==> config.mk <==
export PLATFORM = sky130hd
export DESIGN_NAME = dram_refresh_timer
export DESIGN_NICKNAME = d
export VERILOG_FILES = /design/src/refresh_timer_pkg.sv /design/src/dram_refresh_timer.sv
export SDC_FILE = /design/constraint.sdc
export NUM_CORES = 1
export LEC_CHECK = 0
export BUFFER_PORTS_ARGS = -buffer_cell sky130_fd_sc_hd__buf_2
export CELL_PAD_IN_SITES_DETAIL_PLACEMENT = 0
export CELL_PAD_IN_SITES_GLOBAL_PLACEMENT = 1
export CORE_UTILIZATION = 45
export CTS_BUF_LIST = sky130_fd_sc_hd__clkbuf_8
export DETAILED_ROUTE_END_ITERATION = 7
export PLACE_DENSITY = 0.83
export RECOVER_POWER = 25
export SYNTH_ARGS = -nofsm -noshare
export SYNTH_HDL_FRONTEND = slang
export SYNTH_SLANG_ARGS = --single-unit
==> constraint.sdc <==
create_clock -name sys_clk_i -period 3.9 [get_ports sys_clk_i]
set_clock_uncertainty 0.1 [all_clocks]
set_input_delay 0 -clock sys_clk_i [delete_from_list [all_inputs] [get_ports sys_clk_i]]
set_output_delay 0 -clock sys_clk_i [all_outputs]
set_load 0.01 [all_outputs]
==> src/refresh_timer_pkg.sv <==
// Package with register map, field layout and types of the refresh timer
package refresh_timer_pkg;

    // Byte addresses of the register words
    localparam logic [7:0] ADDR_CONTROL = 8'h00;
    localparam logic [7:0] ADDR_COUNTER = 8'h04;
    localparam logic [7:0] ADDR_PERIOD = 8'h08;
    localparam logic [7:0] ADDR_ACCESS = 8'h0c;
    localparam logic [7:0] ADDR_STATUS = 8'h10;

    // Control and access register field positions
    localparam int MATCH_FLAG_BIT = 15;
    localparam int MATCH_IRQ_EN_BIT = 14;
    localparam int CAS_RAS_WAIT_LSB = 12;
    localparam int CLK_SEL_LSB = 8;
    localparam int REFRESH_EN_BIT = 7;
    localparam int PARALLEL_BIT = 6;
    localparam int REFRESH_WAIT_LSB = 4;
    localparam int SELF_REF_BIT = 3;
    localparam int POST_PRE_LSB = 0;
    localparam int PRECHARGE_LSB = 12;
    localparam int SDRAM_SPACE_BIT = 0;

    // Reset values
    localparam logic [7:0] COUNTER_RESET = 8'h00;
    localparam logic [7:0] PERIOD_RESET = 8'hff;
    localparam logic [15:0] CONTROL_RESET = 16'h0000;

    // Divider: one step per prescale ratio, 4096 is the largest
    localparam int PRESCALE_W = 12;
    localparam logic [2:0] CLK_SEL_HALT = 3'h0;

    // One refresh cycle walks through these phases
    typedef enum logic [2:0] {
        ST_IDLE,
        ST_CAS,
        ST_CAS_RAS_WAIT,
        ST_RAS,
        ST_PRECHARGE
    } refresh_state_t;

    // Module state apart from the standby synchronisers
    typedef struct packed {
        logic [15:0] control_r;
        logic [7:0] counter_r;
        logic [7:0] period_r;
        logic [1:0] precharge_r;
        logic sdram_space_r;
        logic [11:0] prescale_r;
        logic pending_r;
        logic flag_seen_r;
        logic standby_seen_r;
        logic extra_pre_r;
        refresh_state_t state_r;
        logic [3:0] wait_cnt_r;
        logic ahb_sel_r;
        logic ahb_write_r;
        logic [7:0] ahb_addr_r;
        logic [31:0] rdata_r;
    } timer_state_t;

    // Strobes towards the memory port
    typedef struct packed {
        logic cas;
        logic ras;
        logic precharge;
        logic self_refresh;
        logic hold_other;
        logic busy;
    } refresh_strobe_t;

endpackage

==> src/dram_refresh_timer.sv <==
// DRAM refresh timer with counter, period compare and refresh sequencer
`timescale 1ns/1ps
`default_nettype none

module dram_refresh_timer
    import refresh_timer_pkg::*;
(
    // Clock and reset
    input wire logic sys_clk_i,
    input wire logic rst_n_i,
    // Standby controls from the power manager
    input wire logic hw_standby_i,
    input wire logic sw_standby_i,
    // AHB-Lite slave
    input wire logic hsel_i,
    input wire logic [7:0] haddr_i,
    input wire logic [1:0] htrans_i,
    input wire logic hwrite_i,
    input wire logic [2:0] hsize_i,
    input wire logic [31:0] hwdata_i,
    input wire logic hready_i,
    output logic [31:0] hrdata_o,
    output logic hreadyout_o,
    output logic hresp_o,
    // External bus arbitration
    input wire logic bus_grant_i,
    output logic bus_request_o,
    // Memory strobes and interrupt
    output refresh_strobe_t strobe_o,
    output logic match_irq_o
);

    timer_state_t s_r;
    timer_state_t s_nxt;

    // Synchronised standby inputs, they come from another power domain
    logic [1:0] hw_sync_r;
    logic [1:0] sw_sync_r;
    logic hw_standby;
    logic sw_standby;

    always_ff @(posedge sys_clk_i) begin
        if (!rst_n_i) begin
            hw_sync_r <= 2'h0;
            sw_sync_r <= 2'h0;
        end else begin
            hw_sync_r <= {hw_sync_r[0], hw_standby_i};
            sw_sync_r <= {sw_sync_r[0], sw_standby_i};
        end
    end
    assign hw_standby = hw_sync_r[1];
    assign sw_standby = sw_sync_r[1];

    // Decoded control fields and signals derived from the state
    logic [2:0] clk_sel;
    logic refresh_en;
    logic [1:0] cas_ras_wait;
    logic [1:0] refresh_wait;
    logic [2:0] post_pre;
    logic tick;
    logic match;
    logic wr_access;
    logic [3:0] pre_len;

    assign clk_sel = s_r.control_r[CLK_SEL_LSB +: 3];
    assign refresh_en = s_r.control_r[REFRESH_EN_BIT];
    assign cas_ras_wait = s_r.control_r[CAS_RAS_WAIT_LSB +: 2];
    assign refresh_wait = s_r.control_r[REFRESH_WAIT_LSB +: 2];
    assign post_pre = s_r.control_r[POST_PRE_LSB +: 3];
    assign match = (s_r.counter_r == s_r.period_r);
    assign wr_access = s_r.ahb_sel_r && s_r.ahb_write_r;
    // Precharge length in states, minus one for the down-count
    assign pre_len = {2'h0, s_r.precharge_r} +
        (s_r.extra_pre_r ? {1'b0, post_pre} : 4'h0);

    // Prescale taps: phi/2, /8, /32, /128, /512, /2048, /4096
    always_comb begin
        unique case (clk_sel)
            3'h1: tick = s_r.prescale_r[0];
            3'h2: tick = &s_r.prescale_r[2:0];
            3'h3: tick = &s_r.prescale_r[4:0];
            3'h4: tick = &s_r.prescale_r[6:0];
            3'h5: tick = &s_r.prescale_r[8:0];
            3'h6: tick = &s_r.prescale_r[10:0];
            3'h7: tick = &s_r.prescale_r[11:0];
            default: tick = 1'b0;
        endcase
    end

    // Next state of everything
    always_comb begin
        s_nxt = s_r;
        s_nxt.prescale_r = s_r.prescale_r + 12'h001;

        // Counter advances or matches; the match takes priority
        if (match) begin
            s_nxt.counter_r = COUNTER_RESET;
            s_nxt.control_r[MATCH_FLAG_BIT] = 1'b1;
            if (refresh_en) begin
                s_nxt.pending_r = 1'b1;
            end
        end else if (tick && clk_sel != CLK_SEL_HALT) begin
            s_nxt.counter_r = s_r.counter_r + 8'h01;
        end

        // Remember that software saw the flag at one
        if (s_r.ahb_sel_r && !s_r.ahb_write_r &&
                s_r.ahb_addr_r == ADDR_CONTROL &&
                s_r.control_r[MATCH_FLAG_BIT]) begin
            s_nxt.flag_seen_r = 1'b1;
        end

        // Register writes; a fresh match still wins over a clear
        if (wr_access) begin
            unique case (s_r.ahb_addr_r)
                ADDR_CONTROL: begin
                    s_nxt.control_r[13:0] = hwdata_i[13:0];
                    if (refresh_en || hwdata_i[REFRESH_EN_BIT]) begin
                        s_nxt.control_r[MATCH_IRQ_EN_BIT] = 1'b0;
                    end else begin
                        s_nxt.control_r[MATCH_IRQ_EN_BIT] =
                            hwdata_i[MATCH_IRQ_EN_BIT];
                    end
                    if (!hwdata_i[MATCH_FLAG_BIT] && !refresh_en &&
                            s_r.flag_seen_r && !match) begin
                        s_nxt.control_r[MATCH_FLAG_BIT] = 1'b0;
                        s_nxt.flag_seen_r = 1'b0;
                    end
                end
                ADDR_COUNTER: if (!match) begin
                    s_nxt.counter_r = hwdata_i[7:0];
                end
                ADDR_PERIOD: s_nxt.period_r = hwdata_i[7:0];
                ADDR_ACCESS: begin
                    s_nxt.precharge_r = hwdata_i[PRECHARGE_LSB +: 2];
                    s_nxt.sdram_space_r = hwdata_i[SDRAM_SPACE_BIT];
                end
                default: ;
            endcase
        end

        // Self refresh bit clears once software standby is left
        s_nxt.standby_seen_r = sw_standby;
        if (s_r.standby_seen_r && !sw_standby) begin
            if (s_r.control_r[SELF_REF_BIT] && refresh_en) begin
                s_nxt.extra_pre_r = 1'b1;
            end
            s_nxt.control_r[SELF_REF_BIT] = 1'b0;
        end

        // Refresh sequencer
        unique case (s_r.state_r)
            ST_IDLE: begin
                if (s_r.extra_pre_r) begin
                    s_nxt.state_r = ST_PRECHARGE;
                    s_nxt.wait_cnt_r = pre_len;
                end else if (s_r.pending_r && bus_grant_i &&
                        !sw_standby) begin
                    s_nxt.pending_r = 1'b0;
                    s_nxt.state_r = ST_CAS;
                    s_nxt.wait_cnt_r = {2'h0, cas_ras_wait};
                    // Flag clears when the CBR refresh executes
                    if (!match) begin
                        s_nxt.control_r[MATCH_FLAG_BIT] = 1'b0;
                    end
                end
            end
            ST_CAS: begin
                s_nxt.state_r = (s_r.wait_cnt_r == 4'h0) ?
                    ST_RAS : ST_CAS_RAS_WAIT;
                s_nxt.wait_cnt_r = s_r.wait_cnt_r - 4'h1;
                if (s_r.wait_cnt_r == 4'h0) begin
                    s_nxt.wait_cnt_r = {2'h0, refresh_wait};
                end
            end
            ST_CAS_RAS_WAIT: begin
                if (s_r.wait_cnt_r == 4'h0) begin
                    s_nxt.state_r = ST_RAS;
                    s_nxt.wait_cnt_r = {2'h0, refresh_wait};
                end else begin
                    s_nxt.wait_cnt_r = s_r.wait_cnt_r - 4'h1;
                end
            end
            ST_RAS: begin
                if (s_r.wait_cnt_r == 4'h0) begin
                    s_nxt.state_r = ST_PRECHARGE;
                    s_nxt.wait_cnt_r = pre_len;
                end else begin
                    s_nxt.wait_cnt_r = s_r.wait_cnt_r - 4'h1;
                end
            end
            ST_PRECHARGE: begin
                if (s_r.wait_cnt_r == 4'h0) begin
                    s_nxt.state_r = ST_IDLE;
                    s_nxt.extra_pre_r = 1'b0;
                end else begin
                    s_nxt.wait_cnt_r = s_r.wait_cnt_r - 4'h1;
                end
            end
            default: s_nxt.state_r = ST_IDLE;
        endcase

        // Interrupt enable cannot survive refresh mode
        if (s_nxt.control_r[REFRESH_EN_BIT]) begin
            s_nxt.control_r[MATCH_IRQ_EN_BIT] = 1'b0;
        end

        // Bus address phase capture, zero wait states
        s_nxt.ahb_sel_r = hsel_i && hready_i && htrans_i[1];
        s_nxt.ahb_write_r = hwrite_i;
        s_nxt.ahb_addr_r = haddr_i;
        if (hsel_i && hready_i && htrans_i[1] && !hwrite_i) begin
            unique case (haddr_i)
                ADDR_CONTROL: s_nxt.rdata_r = {16'h0000, s_r.control_r};
                ADDR_COUNTER: s_nxt.rdata_r = {24'h000000, s_r.counter_r};
                ADDR_PERIOD: s_nxt.rdata_r = {24'h000000, s_r.period_r};
                ADDR_ACCESS: s_nxt.rdata_r = {16'h0000, 2'h0,
                    s_r.precharge_r, 11'h000, s_r.sdram_space_r};
                ADDR_STATUS: s_nxt.rdata_r = {24'h000000, 3'h0,
                    s_r.pending_r, 1'b0, s_r.state_r};
                default: s_nxt.rdata_r = 32'h00000000;
            endcase
        end

        // Hardware standby returns counter and period to their reset values
        if (hw_standby) begin
            s_nxt.counter_r = COUNTER_RESET;
            s_nxt.period_r = PERIOD_RESET;
        end
    end

    // State register; it loads the next state every cycle, in software standby too
    always_ff @(posedge sys_clk_i) begin
        if (!rst_n_i) begin
            s_r <= '0;
            s_r.counter_r <= COUNTER_RESET;
            s_r.period_r <= PERIOD_RESET;
            s_r.control_r <= CONTROL_RESET;
            s_r.state_r <= ST_IDLE;
        end else begin
            s_r <= s_nxt;
        end
    end

    // Outputs
    assign hrdata_o = s_r.rdata_r;
    assign hreadyout_o = 1'b1;
    assign hresp_o = 1'b0;
    assign bus_request_o = s_r.pending_r;
    assign match_irq_o = s_r.control_r[MATCH_FLAG_BIT] && !refresh_en &&
        s_r.control_r[MATCH_IRQ_EN_BIT];
    assign strobe_o.cas = (s_r.state_r != ST_IDLE) &&
        (s_r.state_r != ST_PRECHARGE);
    assign strobe_o.ras = (s_r.state_r == ST_RAS);
    assign strobe_o.precharge = (s_r.state_r == ST_PRECHARGE);
    assign strobe_o.self_refresh = sw_standby && refresh_en &&
        s_r.control_r[SELF_REF_BIT];
    // Synchronous DRAM space ignores the parallel mode bit
    assign strobe_o.hold_other = strobe_o.busy &&
        (s_r.control_r[PARALLEL_BIT] || s_r.sdram_space_r);
    assign strobe_o.busy = (s_r.state_r != ST_IDLE);

endmodule

`default_nettype wire

==> results.toml <==
[sta]
final.setup.tns_ns = 0
drv_slew = 0
finalCriticalPeriod_ns = 2.96
final-hold-violation-count = 0
rsz0062_at_grt = "no"
max_freq_ghz = 0.338
worst_pin_slew_ns = 1.05
relSlewSlack = 0.301
holdWs_ns = 0.0354
finalSetupViolCount = 0
min_period_over_period = 0.758

[clocking]
cts-root-buf = "clkbuf_8"
cts_tree = "done"
cts_sinks = 88
clockBufferDepth = 2
post_cts_buffers = 0
h-tree-depth = 3
clkTransAtPathRegs_ns = 0.10
cts_buffers = 9
clk_latency_ns = 0.37

[power]
powerDensity_nw_per_um2 = 338
power.switching_mw = 0.488
pwr-share-clk = 0.368
seqPwrFrac = 0.537
p_sw_frac = 0.283
vdd_drop_max_mv = 0.210
p_leak_nw = 2.01
intPower_mw = 1.24
pwr-share-comb = 0.095

[worst_setup_path]
cp-end-kind = "flop"
slowest_delay_ns = 0.77
reg2reg_depth = 10
critPathLaunch = "rst_n_i"
crit_fanout = 50
worstSetupPathType = "primary input to flop"
worstReg2RegStart = "s_r[53]"
crit_chain = "dlygate4sd3_1, clkbuf_1, inv_2, nor2_1, buf_4, o21ai_1, nor2_1, nand2_1, o21ai_1"
arrival_ns = 3.16
start_kind = "primary input"
critPathCapture = "s_r[77]"
crit_slowest_cell = "clkbuf_1"
reg2reg_setup_slack_ns = 1.43
rr_endpoint = "s_r[81]"
worstPathRequired_ns = 4.11

[grt]
grt_max_degree = 51
grt.overflow.total = 0
grt_pass1_wl_um = 17500
track_usage = 0.224
antenna_found_initial = 0
first_global_vias = 3465

[floorplanning]
die-area_um2 = 10300
start_util = 0.474
die_x_um = 102
boundaryPins = 95
core_area_um2 = 9420
die_h_um = 102
rows = 35

[detailed_routing]
wl_um = 11100
remaining_drc_errors = 0
wl_per_cell_um = 15.5
post_drt_via_cell_ratio = 5.18
drt-initial-drc-count = 146
ant_nets = 0
vias = 3699
first_pass_iters = 6

[synth]
synth_area_per_cell_um2 = 8.51
synth_ff_type = "dfxtp_1"
async_flop_share = 0
synth-warning-count = 0
synth.area.top_cells = "dfxtp_1 39%, buf_4 5.7%, mux2i_1 5.6%"
synth_top_area_cell = "dfxtp_1"
yosys.cell_types.count = 59
synth.cell_area_um2 = 4470
synth_top_area_frac = 0.394
syn_inst = 525
ys_seq_area_frac = 0.394
ys_ff_latch = 88
synth_edf_count = 0

[placement]
place.gp.congestion = 0.913
io_buffers = 56
dp_hpwl_um = 7840
place_inst = 668

[finish]
fin_cells = 714
drive_above_1_share = 0.125
diodes = 0
nets = 643
area_growth_syn_to_layout_pct = 14.2

[flow_run]
cap_violations = 0

[worst_hold_path]
hold_depth = 4
hold_path.class = "primary input to flop"

[status]
outcome = "completed"
## registers in the layout (all words and copies together) (netlist names)
| register | count |
|---|---|
| bus_request_o | 1 |
| cas_ras_wait | 2 |
| clk_sel | 3 |
| hrdata_o | 16 |
| hw_sync_r | 2 |
| post_pre | 3 |
| refresh_en | 1 |
| refresh_wait | 2 |
| s_r | 56 |
| sw_sync_r | 2 |
## stage by stage
stage / util / total power, mW / setup WS [ns] / instance area, µm²
after floorplan: - / 1.05 / 1.77 / 4530
after global placement: 0.491 / 1.08 / 1.50 / 4620
after detailed placement: 0.491 / 1.09 / 1.48 / 4620
after CTS: 0.544 / 1.74 / 1.45 / 5120
after global routing: 0.542 / 1.79 / 0.672 / 5100
final: 0.542 / 1.72 / 0.943 / 5100
## cell families after synthesis
logic type               after synthesis  share of synthesized area
XOR/XNOR                              26                     0.0510
flip-flops                            88                      0.394
AND/OR/NAND/NOR                      206                      0.234
adder cells (fa/ha/maj)               10                     0.0297
AO/OA/AOI/OAI                         98                      0.140
multiplexers                          26                     0.0585
other                                  2                    0.00168
buffers and inverters                 69                     0.0899
## critical path: cells and delay by family
kind	cells	cell delay, ns
buffers and inverters	4	2.16
AND/OR/NAND/NOR	3	0.70
AO/OA/AOI/OAI	2	0.27
## layout make-up
type | instances | area [µm²]
tap | 129 | 161
multi-input combinational | 384 | 2360
fill | 902 | 4320
inverter | 8 | 30.0
clock inverter | 7 | 75.1
timing repair buffer | 89 | 584
sequential | 88 | 1760
clock buffer | 9 | 124
## cells in the mapped netlist (all sizes together), types with 4 or more instances
cell and n:
nor3 12, nand3 16, dfxtp 88, and2 22
o21ai 21, a21oi 36, a22oi 12, o211ai 6
nor2 49, nand2 61, nor4 4, nor2b 5
and3 6, mux2i 25, ha 9, xnor2 20
a211oi 9, clkbuf 19, inv 8, xor2 6
buf 42, nand2b 5, and4 4, nor3b 5
## per-layer routing
metal / routed length [µm] / vias up / track usage / part of all wire
met4: 182 / 0 / 0.0702 / 0.016
met3: 646 / 16 / 0.0524 / 0.058
met2: 5230 / 114 / 0.379 / 0.47
met5: 0 / - / 0 / 0
li1: - / 1870 / - / -
met1: 5010 / 1699 / 0.281 / 0.45
## worst min path at each step
stage / slack [ns] / startpoint / endpoint
floorplan: 0.01 / hwdata_i[0] / s_r[76]
global placement: 0.11 / sw_standby_i / sw_sync_r[0]
detailed placement: 0.11 / sw_standby_i / sw_sync_r[0]
CTS: 0.03 / bus_grant_i / bus_request_o
global route: 0.03 / bus_grant_i / bus_request_o
finish: 0.04 / bus_grant_i / bus_request_o
## power groups by stage
stage / registers, mW / clock network [mW] / logic [mW]
after floorplan: 0.941 / 0 / 0.108
after global placement: 0.946 / 0 / 0.137
after detailed placement: 0.947 / 0 / 0.140
after CTS: 0.926 / 0.650 / 0.163
after global routing: 0.928 / 0.685 / 0.181
final: 0.925 / 0.634 / 0.165
## timing repair
item,4_1_cts,5_1_grt
hold buffers,30,0
endpoints found under the hold margin,57,0
gates resized for setup,0,0
## cell usage in the layout, fill, tap and decap left out, types with 3 or more instances in the layout
master,count
nand4_1,3
o211ai_1,6
xnor2_1,20
and2_0,6
inv_1,6
clkbuf_8,9
nor3_1,10
inv_8,3
and4_1,3
ha_1,9
nand3b_1,3
a211oi_1,7
mux2i_1,25
dlygate4sd3_1,30
and2_1,16
o21ai_1,7
nand2b_1,5
nor2_1,48
clkbuf_1,15
dfxtp_1,88
buf_4,3
xor2_1,6
conb_1,18
a22oi_1,12
o22ai_1,3
nor2b_1,5
and3_1,6
nor4b_1,3
nand2_1,60
buf_2,41
o21ai_0,14
a21oi_1,35
nand3_1,16
nor3b_1,5
nor4_1,3
No activity file was read; power rests on OpenSTA's default activity.
